--- src/tccr_map.svh ---
// address spaces, register addresses and reset values of the compare/capture register set
`ifndef TCCR_MAP_SVH
`define TCCR_MAP_SVH

// ******************************************
// address spaces
// ******************************************
`define TCCR_IO_LAST        8'h3F
`define TCCR_DATA_OFFSET    8'h20
`define TCCR_EXT_FIRST      8'h60

// ******************************************
// register offsets (data space, plus the I/O-space timer 1 capture pair)
// ******************************************
`define TCCR_T1_CAPTURE_IO_LO 8'h26
`define TCCR_T1_CAPTURE_IO_HI 8'h27
`define TCCR_T1_CAPTURE_LO    8'h46
`define TCCR_T1_CAPTURE_HI    8'h47
`define TCCR_T1_MATCH_C_LO    8'h78
`define TCCR_T1_MATCH_C_HI    8'h79
`define TCCR_T3_MATCH_C_LO    8'h82
`define TCCR_T3_MATCH_C_HI    8'h83
`define TCCR_T3_MATCH_B_LO    8'h84
`define TCCR_T3_MATCH_B_HI    8'h85
`define TCCR_T3_MATCH_A_LO    8'h86
`define TCCR_T3_MATCH_A_HI    8'h87

// ******************************************
// reset values
// ******************************************
`define TCCR_BYTE_RESET     8'h00
`define TCCR_WORD_RESET     16'h0000

`endif

--- src/tccr_pkg.sv ---
// types of the compare/capture register set
`default_nettype none
package tccr_pkg;
  typedef logic [7:0]  tccr_byte_t;
  typedef logic [15:0] tccr_word_t;

  // top value selection handed to the counter
  typedef enum logic [1:0] {
    TCCR_TOP_FIXED,
    TCCR_TOP_CAPTURE,
    TCCR_TOP_MATCH
  } tccr_top_e;

  typedef struct packed {
    tccr_byte_t temp;
    tccr_word_t t1_capture;
    tccr_word_t t1_match_c;
    tccr_word_t t3_match_a;
    tccr_word_t t3_match_b;
    tccr_word_t t3_match_c;
    tccr_byte_t rdata;
    logic       t1_pin_s1;
    logic       t1_pin_s2;
    logic       t1_pin_old;
    logic       t1_cmp_s1;
    logic       t1_cmp_s2;
    logic       t1_cmp_old;
    logic       t1_capture_evt;
    logic       t1_block;
    logic       t3_block;
    logic       t1_top_capture;
  } tccr_state_s;
endpackage
`default_nettype wire

--- src/tccr_regs.sv ---
// compare and capture registers of timers 1 and 3 behind the byte-wide I/O port
//
// Function
// an edge on the capture trigger pin copies the counter value into the capture register.
// timer 1 may take the comparator output instead of its pin as capture trigger.
// the capture register can be offered to the counter as its top value.
// every 16-bit register moves both bytes together through an 8-bit temporary latch.
// one temporary latch is shared by all 16-bit registers.
// the cpu uses I/O addresses 0x00 to 0x3F with its I/O instructions.
// data-space addresses of low I/O registers are the I/O offset plus 0x20.
// registers from 0x60 upward are reached by data-space loads and stores only.
// timer 1 capture low and high sit at data addresses 0x46 and 0x47.
// timer 1 compare C low/high sit at 0x78/0x79, read/write, reset to zero.
// timer 3 compare A low/high sit at 0x86/0x87, read/write, reset to zero.
// timer 3 compare B low/high sit at 0x84/0x85, read/write, reset to zero.
// timer 3 compare C low/high sit at 0x82/0x83, read/write, reset to zero.
// timer 1 capture low/high sit at I/O 0x26/0x27, read/write, reset to zero.
// a cpu write to a counter blocks that timer's compare matches on the next timer clock.
// a high-byte write lands in the latch; the low-byte write commits both bytes at once.
// a low-byte read loads the high byte into the latch, returned by the next high read.
`include "tccr_map.svh"
`default_nettype none
module tccr_regs #(
  parameter int ADDR_W = 8
) (
  input  wire logic              CLK,
  input  wire logic              NRST,
  input  wire logic [ADDR_W-1:0] ADDR,
  input  wire logic              IO_SPACE,
  input  wire logic              WR_EN,
  input  wire logic              RD_EN,
  input  wire logic [7:0]        WDATA,
  output logic      [7:0]        RDATA,
  input  wire logic [15:0]       T1_TIMER_COUNT_VALUE,
  input  wire logic [15:0]       T3_TIMER_COUNT_VALUE,
  input  wire logic              T1_CAPTURE_TRIGGER_PIN,
  input  wire logic              T1_COMPARATOR_OUT,
  input  wire logic              T1_SEL_COMPARATOR,
  input  wire logic              T1_CAPTURE_RISING,
  input  wire logic              T1_TOP_IS_CAPTURE,
  input  wire logic              T1_COUNT_WRITE,
  input  wire logic              T3_COUNT_WRITE,
  input  wire logic              T1_TIMER_TICK,
  input  wire logic              T3_TIMER_TICK,
  output logic      [15:0]       T1_CAPTURE,
  output logic      [15:0]       T1_MATCH_C,
  output logic      [15:0]       T3_MATCH_A,
  output logic      [15:0]       T3_MATCH_B,
  output logic      [15:0]       T3_MATCH_C,
  output logic      [15:0]       T1_TOP_VALUE,
  output logic                   T1_CAPTURE_EVENT,
  output logic                   T1_MATCH_BLOCK,
  output logic                   T3_MATCH_BLOCK,
  output logic                   T1_TOP_FROM_CAPTURE
);

  initial begin
    if (ADDR_W != 8) begin
      $error("tccr_regs: ADDR_W must be 8");
    end
  end

  tccr_pkg::tccr_state_s s_q;
  tccr_pkg::tccr_state_s s_d;

  // ******************************************
  // address decode
  // ******************************************
  // io instructions reach only 0x00..0x3F; fold them into data space so one map serves both
  function automatic logic [7:0] to_data(input logic [7:0] a, input logic io);
    logic [7:0] r;
    r = a;
    if (io) begin
      r = (a <= `TCCR_IO_LAST) ? 8'(a + `TCCR_DATA_OFFSET) : 8'hFF;
    end
    return r;
  endfunction

  // index of the addressed 16-bit register, zero for an unmapped address
  function automatic logic [2:0] reg_sel(input logic [7:0] a);
    logic [2:0] r;
    r = 3'h0;
    unique case (a)
      `TCCR_T1_CAPTURE_LO, `TCCR_T1_CAPTURE_HI: r = 3'h1;
      `TCCR_T1_MATCH_C_LO, `TCCR_T1_MATCH_C_HI: r = 3'h2;
      `TCCR_T3_MATCH_A_LO, `TCCR_T3_MATCH_A_HI: r = 3'h3;
      `TCCR_T3_MATCH_B_LO, `TCCR_T3_MATCH_B_HI: r = 3'h4;
      `TCCR_T3_MATCH_C_LO, `TCCR_T3_MATCH_C_HI: r = 3'h5;
      default: r = 3'h0;
    endcase
    return r;
  endfunction

  logic [7:0]  daddr;
  logic [2:0]  sel;
  logic        is_low;
  logic [15:0] cur;
  logic [15:0] upd;
  logic        pin_edge;
  logic        cmp_edge;

  always_comb begin
    daddr = to_data(ADDR, IO_SPACE);
    sel = reg_sel(daddr);
    is_low = ~daddr[0];
    s_d = s_q;
    s_d.t1_capture_evt = 1'b0;
    unique case (sel)
      3'h1: cur = s_q.t1_capture;
      3'h2: cur = s_q.t1_match_c;
      3'h3: cur = s_q.t3_match_a;
      3'h4: cur = s_q.t3_match_b;
      3'h5: cur = s_q.t3_match_c;
      default: cur = `TCCR_WORD_RESET;
    endcase
    upd = {s_q.temp, WDATA};

    // ******************************************
    // cpu writes
    // ******************************************
    if (WR_EN && sel != 3'h0) begin
      if (!is_low) begin
        s_d.temp = WDATA;
      end else begin
        unique case (sel)
          3'h1: s_d.t1_capture = upd;
          3'h2: s_d.t1_match_c = upd;
          3'h3: s_d.t3_match_a = upd;
          3'h4: s_d.t3_match_b = upd;
          3'h5: s_d.t3_match_c = upd;
          default: s_d.t3_match_c = s_q.t3_match_c;
        endcase
      end
    end

    // ******************************************
    // cpu reads
    // ******************************************
    // unmapped addresses read zero; the byte shows the cycle after the strobe
    s_d.rdata = `TCCR_BYTE_RESET;
    if (RD_EN && sel != 3'h0) begin
      if (is_low) begin
        s_d.rdata = cur[7:0];
        s_d.temp = cur[15:8];
      end else begin
        s_d.rdata = s_q.temp;
      end
    end

    // ******************************************
    // capture trigger
    // ******************************************
    // pin and comparator are asynchronous: two flops each before the edge detector
    s_d.t1_pin_s1 = T1_CAPTURE_TRIGGER_PIN;
    s_d.t1_pin_s2 = s_q.t1_pin_s1;
    s_d.t1_pin_old = s_q.t1_pin_s2;
    s_d.t1_cmp_s1 = T1_COMPARATOR_OUT;
    s_d.t1_cmp_s2 = s_q.t1_cmp_s1;
    s_d.t1_cmp_old = s_q.t1_cmp_s2;
    pin_edge = T1_CAPTURE_RISING ? (s_q.t1_pin_s2 & ~s_q.t1_pin_old)
                                 : (~s_q.t1_pin_s2 & s_q.t1_pin_old);
    cmp_edge = T1_CAPTURE_RISING ? (s_q.t1_cmp_s2 & ~s_q.t1_cmp_old)
                                 : (~s_q.t1_cmp_s2 & s_q.t1_cmp_old);
    // a hardware capture overrides a cpu write of the same cycle
    if (T1_SEL_COMPARATOR ? cmp_edge : pin_edge) begin
      s_d.t1_capture = T1_TIMER_COUNT_VALUE;
      s_d.t1_capture_evt = 1'b1;
    end

    // ******************************************
    // compare blocking after counter writes
    // ******************************************
    // held until the next timer tick, then dropped once that tick has passed
    if (T1_COUNT_WRITE) begin
      s_d.t1_block = 1'b1;
    end else if (T1_TIMER_TICK) begin
      s_d.t1_block = 1'b0;
    end
    if (T3_COUNT_WRITE) begin
      s_d.t3_block = 1'b1;
    end else if (T3_TIMER_TICK) begin
      s_d.t3_block = 1'b0;
    end

    s_d.t1_top_capture = T1_TOP_IS_CAPTURE;
  end

  always_ff @(posedge CLK) begin
    if (!NRST) begin
      s_q <= '0;
    end else begin
      s_q <= s_d;
    end
  end

  // ******************************************
  // outputs
  // ******************************************
  assign RDATA               = s_q.rdata;
  assign T1_CAPTURE          = s_q.t1_capture;
  assign T1_MATCH_C          = s_q.t1_match_c;
  assign T3_MATCH_A          = s_q.t3_match_a;
  assign T3_MATCH_B          = s_q.t3_match_b;
  assign T3_MATCH_C          = s_q.t3_match_c;
  assign T1_TOP_VALUE        = s_q.t1_capture;
  assign T1_CAPTURE_EVENT    = s_q.t1_capture_evt;
  assign T1_MATCH_BLOCK      = s_q.t1_block;
  assign T3_MATCH_BLOCK      = s_q.t3_block;
  assign T1_TOP_FROM_CAPTURE = s_q.t1_top_capture;

  // T3 count input is reserved for a later capture channel on timer 3
  logic unused_t3;
  assign unused_t3 = ^T3_TIMER_COUNT_VALUE;

endmodule
`default_nettype wire

--- config.mk ---
export PLATFORM = sky130hd
export DESIGN_NAME = tccr_regs
export DESIGN_NICKNAME = d
export VERILOG_FILES = /design/src/tccr_pkg.sv /design/src/tccr_regs.sv
export VERILOG_INCLUDE_DIRS = /design/src /design/src/src
export SDC_FILE = /design/constraint.sdc
export NUM_CORES = 1
export LEC_CHECK = 0
export BUFFER_PORTS_ARGS = -buffer_cell sky130_fd_sc_hd__clkbuf_2
export CAP_MARGIN = 20
export CORE_AREA = 2 2 128 93
export DETAILED_ROUTE_END_ITERATION = 16
export DIE_AREA = 0 0 130 95
export PLACE_DENSITY_LB_ADDON = 0.08
export SYNTH_ARGS = -nofsm -noshare
export SYNTH_HDL_FRONTEND = slang
export SYNTH_SLANG_ARGS = --single-unit
--- constraint.sdc ---
create_clock -name CLK -period 2.41 [get_ports CLK]
set_clock_uncertainty 0.15 [all_clocks]
set_input_delay 0.3615 -clock CLK [delete_from_list [all_inputs] [get_ports CLK]]
set_output_delay 0.3615 -clock CLK [all_outputs]
set_load 0.005 [all_outputs]
; ---- Yosys cells after proc, flatten, opt, wreduce, memory -nomap -nowiden
; Cells that the tools add are included.
[word_totals]
reg_bits = 106
output_inout_bits = 108
input_bits = 62
elab_cells = 86
[classes]
n_eq_ne = 16
n_reduce_logical = 18
order_cmp = 1
n_bitwise = 9
n_mux = 24
addsub = 1
[op_table]
columns = cell, count
row1 = $mux 16, 6
row2 = $mux 88, 1
row3 = $mux 80, 1
row4 = $pmux 16 s5, 1
row5 = $eq 8x8->1 const B, 6
row6 = $mux 8, 6
row7 = $eq 8x7->1 const B, 4
row8 = $pmux 3 s5, 1
row9 = $reduce_and 3->1, 5
row10 = $reduce_or 2->1, 5
row11 = $add 8x6->8 const B, 1
row12 = $le 8x6->1 const B, 1
row13 = $mux 1, 8
row14 = $reduce_bool 2->1, 4
row15 = $eq 3x2->1 const B, 2
row16 = $eq 3x3->1 const B, 2
row17 = $not 1->1, 5
row18 = $and 1x1->1, 4
row19 = $eq 3x1->1 const B, 1
row20 = $reduce_bool 3->1, 1
row21 = $logic_and 1x1->1, 2
row22 = $ne 2x1->1 const B, 1
row23 = $reduce_and 2->1, 1

; ---- Logic depth before layout (Yosys ltp)
[depth]
ltp_word = 12
mapped_depth = 9

; ---- Worst setup path before layout
; No wires, ideal clock.
[synth_path]
path_kind = input to register
startpoint = input port IO_SPACE
endpoint = register s_q[99] (netlist name)
cell_stages = 7
arrival_ns = 1.973
setup_slack_ns = 0.165
setup_ns = 0.123
path_cell_list = buf_6 -> or3b_4 -> a2111o_4 -> a31oi_2 -> buf_4 -> nand3_1 -> nor4b_2
[synth_between]
elab_chain_len = 9
[synth_rtl]
columns = item, line
row1 = start: declaration, tccr_regs.sv:29  ; input wire logic IO_SPACE,
row2 = $mux 8 (*), tccr_regs.sv:73  ; if (io) begin
row3 = branches (longest 7 deep; another with $pmux 16 s5), --
row4 = $mux 8 (*), tccr_regs.sv:141  ; if (RD_EN && sel != 3'h0) begin
row5 = end signal: assignment, tccr_regs.sv:190  ; s_q <= '0;
row6 = end signal: assignment, tccr_regs.sv:192  ; s_q <= s_d;
row7 = end: declaration, tccr_regs.sv:63  ; tccr_pkg::tccr_state_s s_q;
; Mark *: on every way between the ends. The select of a mux whose other input is x is not followed.
; A chain may end at the register's enable or synchronous reset.

; ---- Worst setup path after layout
[layout_path]
startpoint = input port IO_SPACE
endpoint = register s_q[105] (netlist name)
; The elaborated chain is that of the path after synthesis.

==> metrics <==
first-pass GRT wire length=~24000 um; Vias/cell=about 5.4; Required @ worst endpoint=2.48 ns; synthesis-stage register bit count=106; first drt pass iteration count=6; ranking of synthesized cells by area=dfxtp_1 39%, buf_4 15%, nand2_1 9.6%, a21oi_1 4.7%, mux2i_1 4.4%; hold_buf cts=0; Max-Cap Viols=0; Hold Vio Cnt, Final=0; CP max FO=8; fin nets=roughly 780; Core Region=~0.011 mm2; Period Utilization, post-route=a little under nine tenths; initial DRC count=roughly 360; Largest stage delay, worst path=approximately 0.57 ns; post-CTS resize count=0; Clock Tree Buf Depth=2; drt wl/cell=around 18 um; initial antenna violation count=0; maximum VDD drop=around 0.00036 V; Vias=between 4000 and 5000; Post-DP HPWL=~12000 um; Die Wd=~130 um; Power Density=approximately 620 mW/mm2; kind of end point of the critical path=flop; clk slew on worst S/H paths=around 0.070 ns; total power=between 3 and 4 mW; CTS tree=done; Synth Cell Area=~0.0054 mm2; vias in the first global route=around 4400; initial core utilization=between 40 and 50%; final wirelength=15800 um; Async SR Flop Fraction=0%; Main synth FF type=dfxtp_1; CTS root buffer=clkbuf_16; share of layout cells above drive strength 1=31.9%; Final Non-Filler Cells=approximately 880; leak pwr=2.44 nW; final design utilization=between 50% and 60%; leading area contributor after synthesis=dfxtp_1; Setup Fix Bufs, Post-CTS=0; IO Pins=170; Overall Global Routing Usage=between 20% and 30%; row count=33; H-tree Lvls=3; Arrival @ worst endpoint=around 2.1 ns; max-slew violation count=0; status=complete, no violations; fin crit period=a little over 2 ns; ANT cells=0; cell chain of the critical path=clkbuf_2 > or3b_4 > a2111o_4 > a31o_2 > o22ai_1 > nor4_2; setup TNS=0 ns; final setup fails=0; buffers plus inverters on the worst setup path=1; delay-heaviest family, CP=compound AO/OA/AOI/OAI gates; synth-to-layout area growth=13.2%; Syn Inst Count=roughly 660; Num CTS Buffers=9; slowest cell on the critical path=a2111o_4; Port Buf Inserts=roughly 150; Detail Route Antenna Nets=0; Fmax=0.485 GHz; Rel. slew slack=between 60% and 70%; RSZ-0062 raised after global routing=false; total placed cells including tap cells=862; DRC viols=0; type of origin of the critical path=input pin; clock sinks=roughly 110; critical path class=in -> reg; Synth top area share=just under 40%; synth warn=0; Netlist cell types=52; Hold WC Path Type=in -> reg; largest net degree at the start of global routing=42; die height=about 95 um; Mapped Nets=between 700 and 800; Post-Syn Area per Cell=~8.3 um2; die area=~0.012 mm2; measured slew at the worst slew-check pin=just over 0.5 ns; GRT overflow=0; clk_lat worst skew=0.35 ns; Post-synth EDFFs=0; GP Congestion=0.882; post-synthesis sequential area ratio=between 30% and 40%
[per-stage QoR]
stage	setup slack [ns]	hold WS [ns]	cell area, um2
floorplan	0.165	0.262	5420
global placement	0.0637	0.266	5780
detailed placement	0.00885	0.268	5780
CTS	0.383	0.0559	6130
global route	0.290	0.0536	6130
finish	0.348	0.0600	6130
[area by class of cell]
class / instances / area, um2
clock buffer: 9 / 225
clock inverter: 7 / 125
fill: 1129 / 5140
inverter: 6 / 22.5
multi-input combinational: 397 / 2290
sequential: 106 / 2120
tap: 157 / 196
timing repair buffer: 196 / 1150
[synth_stat cells (2+ instances only)]
library cell  instances
a211oi_1              2
a22oi_1               5
o22ai_1               5
a22o_1                2
dfxtp_1             106
a32oi_1               6
nor3_1                5
buf_2                13
o21ai_1               2
and2_1                9
clkbuf_1             21
nor2_1               37
nand2_1             138
a21oi_1              51
nand3b_1              2
a221oi_1              3
a31oi_1              17
or2_2                 2
a222oi_1              9
clkbuf_2              3
inv_1                 5
buf_4               109
o2bb2ai_1             5
nor4_2                3
nand3_1               6
and3_1                6
o221ai_1              2
nor4b_2               2
nand2b_1              2
mux2i_1              24
o21ai_0              26
o21a_1                2
a32o_1                6
nor3b_1               2
[final timing paths]
path	start	to	slack [ns]	depth (start not counted)
hold / removal	T1_TOP_IS_CAPTURE	T1_TOP_FROM_CAPTURE	0.06	2
setup / recovery	IO_SPACE	s_q[105]	0.35	6
setup reg to reg	s_d[4]	T1_CAPTURE[9]	0.85	6
hold reg to reg	s_d[5]	s_d[4]	0.28	1
[power by group]
| part | switching (mW) | internal, mW | total, mW |
|---|---|---|---|
| combinational | 0.160 | 0.112 | 0.272 |
| sequential | 0.0339 | 1.78 | 1.82 |
| clock | 0.709 | 1.03 | 1.74 |
[registers in the layout (all words and copies together), names as in the netlist]
signal and cells:
T1_CAPTURE 16, T1_MATCH_C 16, T3_MATCH_A 16, T3_MATCH_B 16, T3_MATCH_C 16, s_q 10
RDATA 8, s_d 4, T1_CAPTURE_EVENT 1, T1_MATCH_BLOCK 1, T1_TOP_FROM_CAPTURE 1, T3_MATCH_BLOCK 1
[cells in the final DEF (no fill, tap or decap), types with 9 or more instances in the layout]
| cell | count |
|---|---|
| a21oi_1 | 51 |
| a222oi_1 | 9 |
| a31oi_1 | 17 |
| and2_1 | 9 |
| buf_4 | 38 |
| clkbuf_16 | 9 |
| clkbuf_2 | 153 |
| dfxtp_1 | 106 |
| mux2i_1 | 24 |
| nand2_1 | 138 |
| nor2_1 | 37 |
| o21ai_0 | 26 |
[metal layers]
layer | track usage, % | vias up | part of all wire (%)
met5 | 0 | - | 0
met4 | 5.82 | 0 | 1.2
met3 | 5.44 | 21 | 6.7
met2 | 41.9 | 182 | 46
met1 | 35.5 | 2280 | 46
li1 | - | 2291 | -
[cell families (layout without fill, tap and decap cells)]
group	count (synthesis)	after routing	synth area share, %
AOI/OAI and AO/OA	151	151	19.4
buffers and inverters	153	218	18.7
DFF	106	106	39.2
muxes	25	25	4.64
and+or+nand+nor	221	221	18.1
Power figures use the tool's default switching activity.
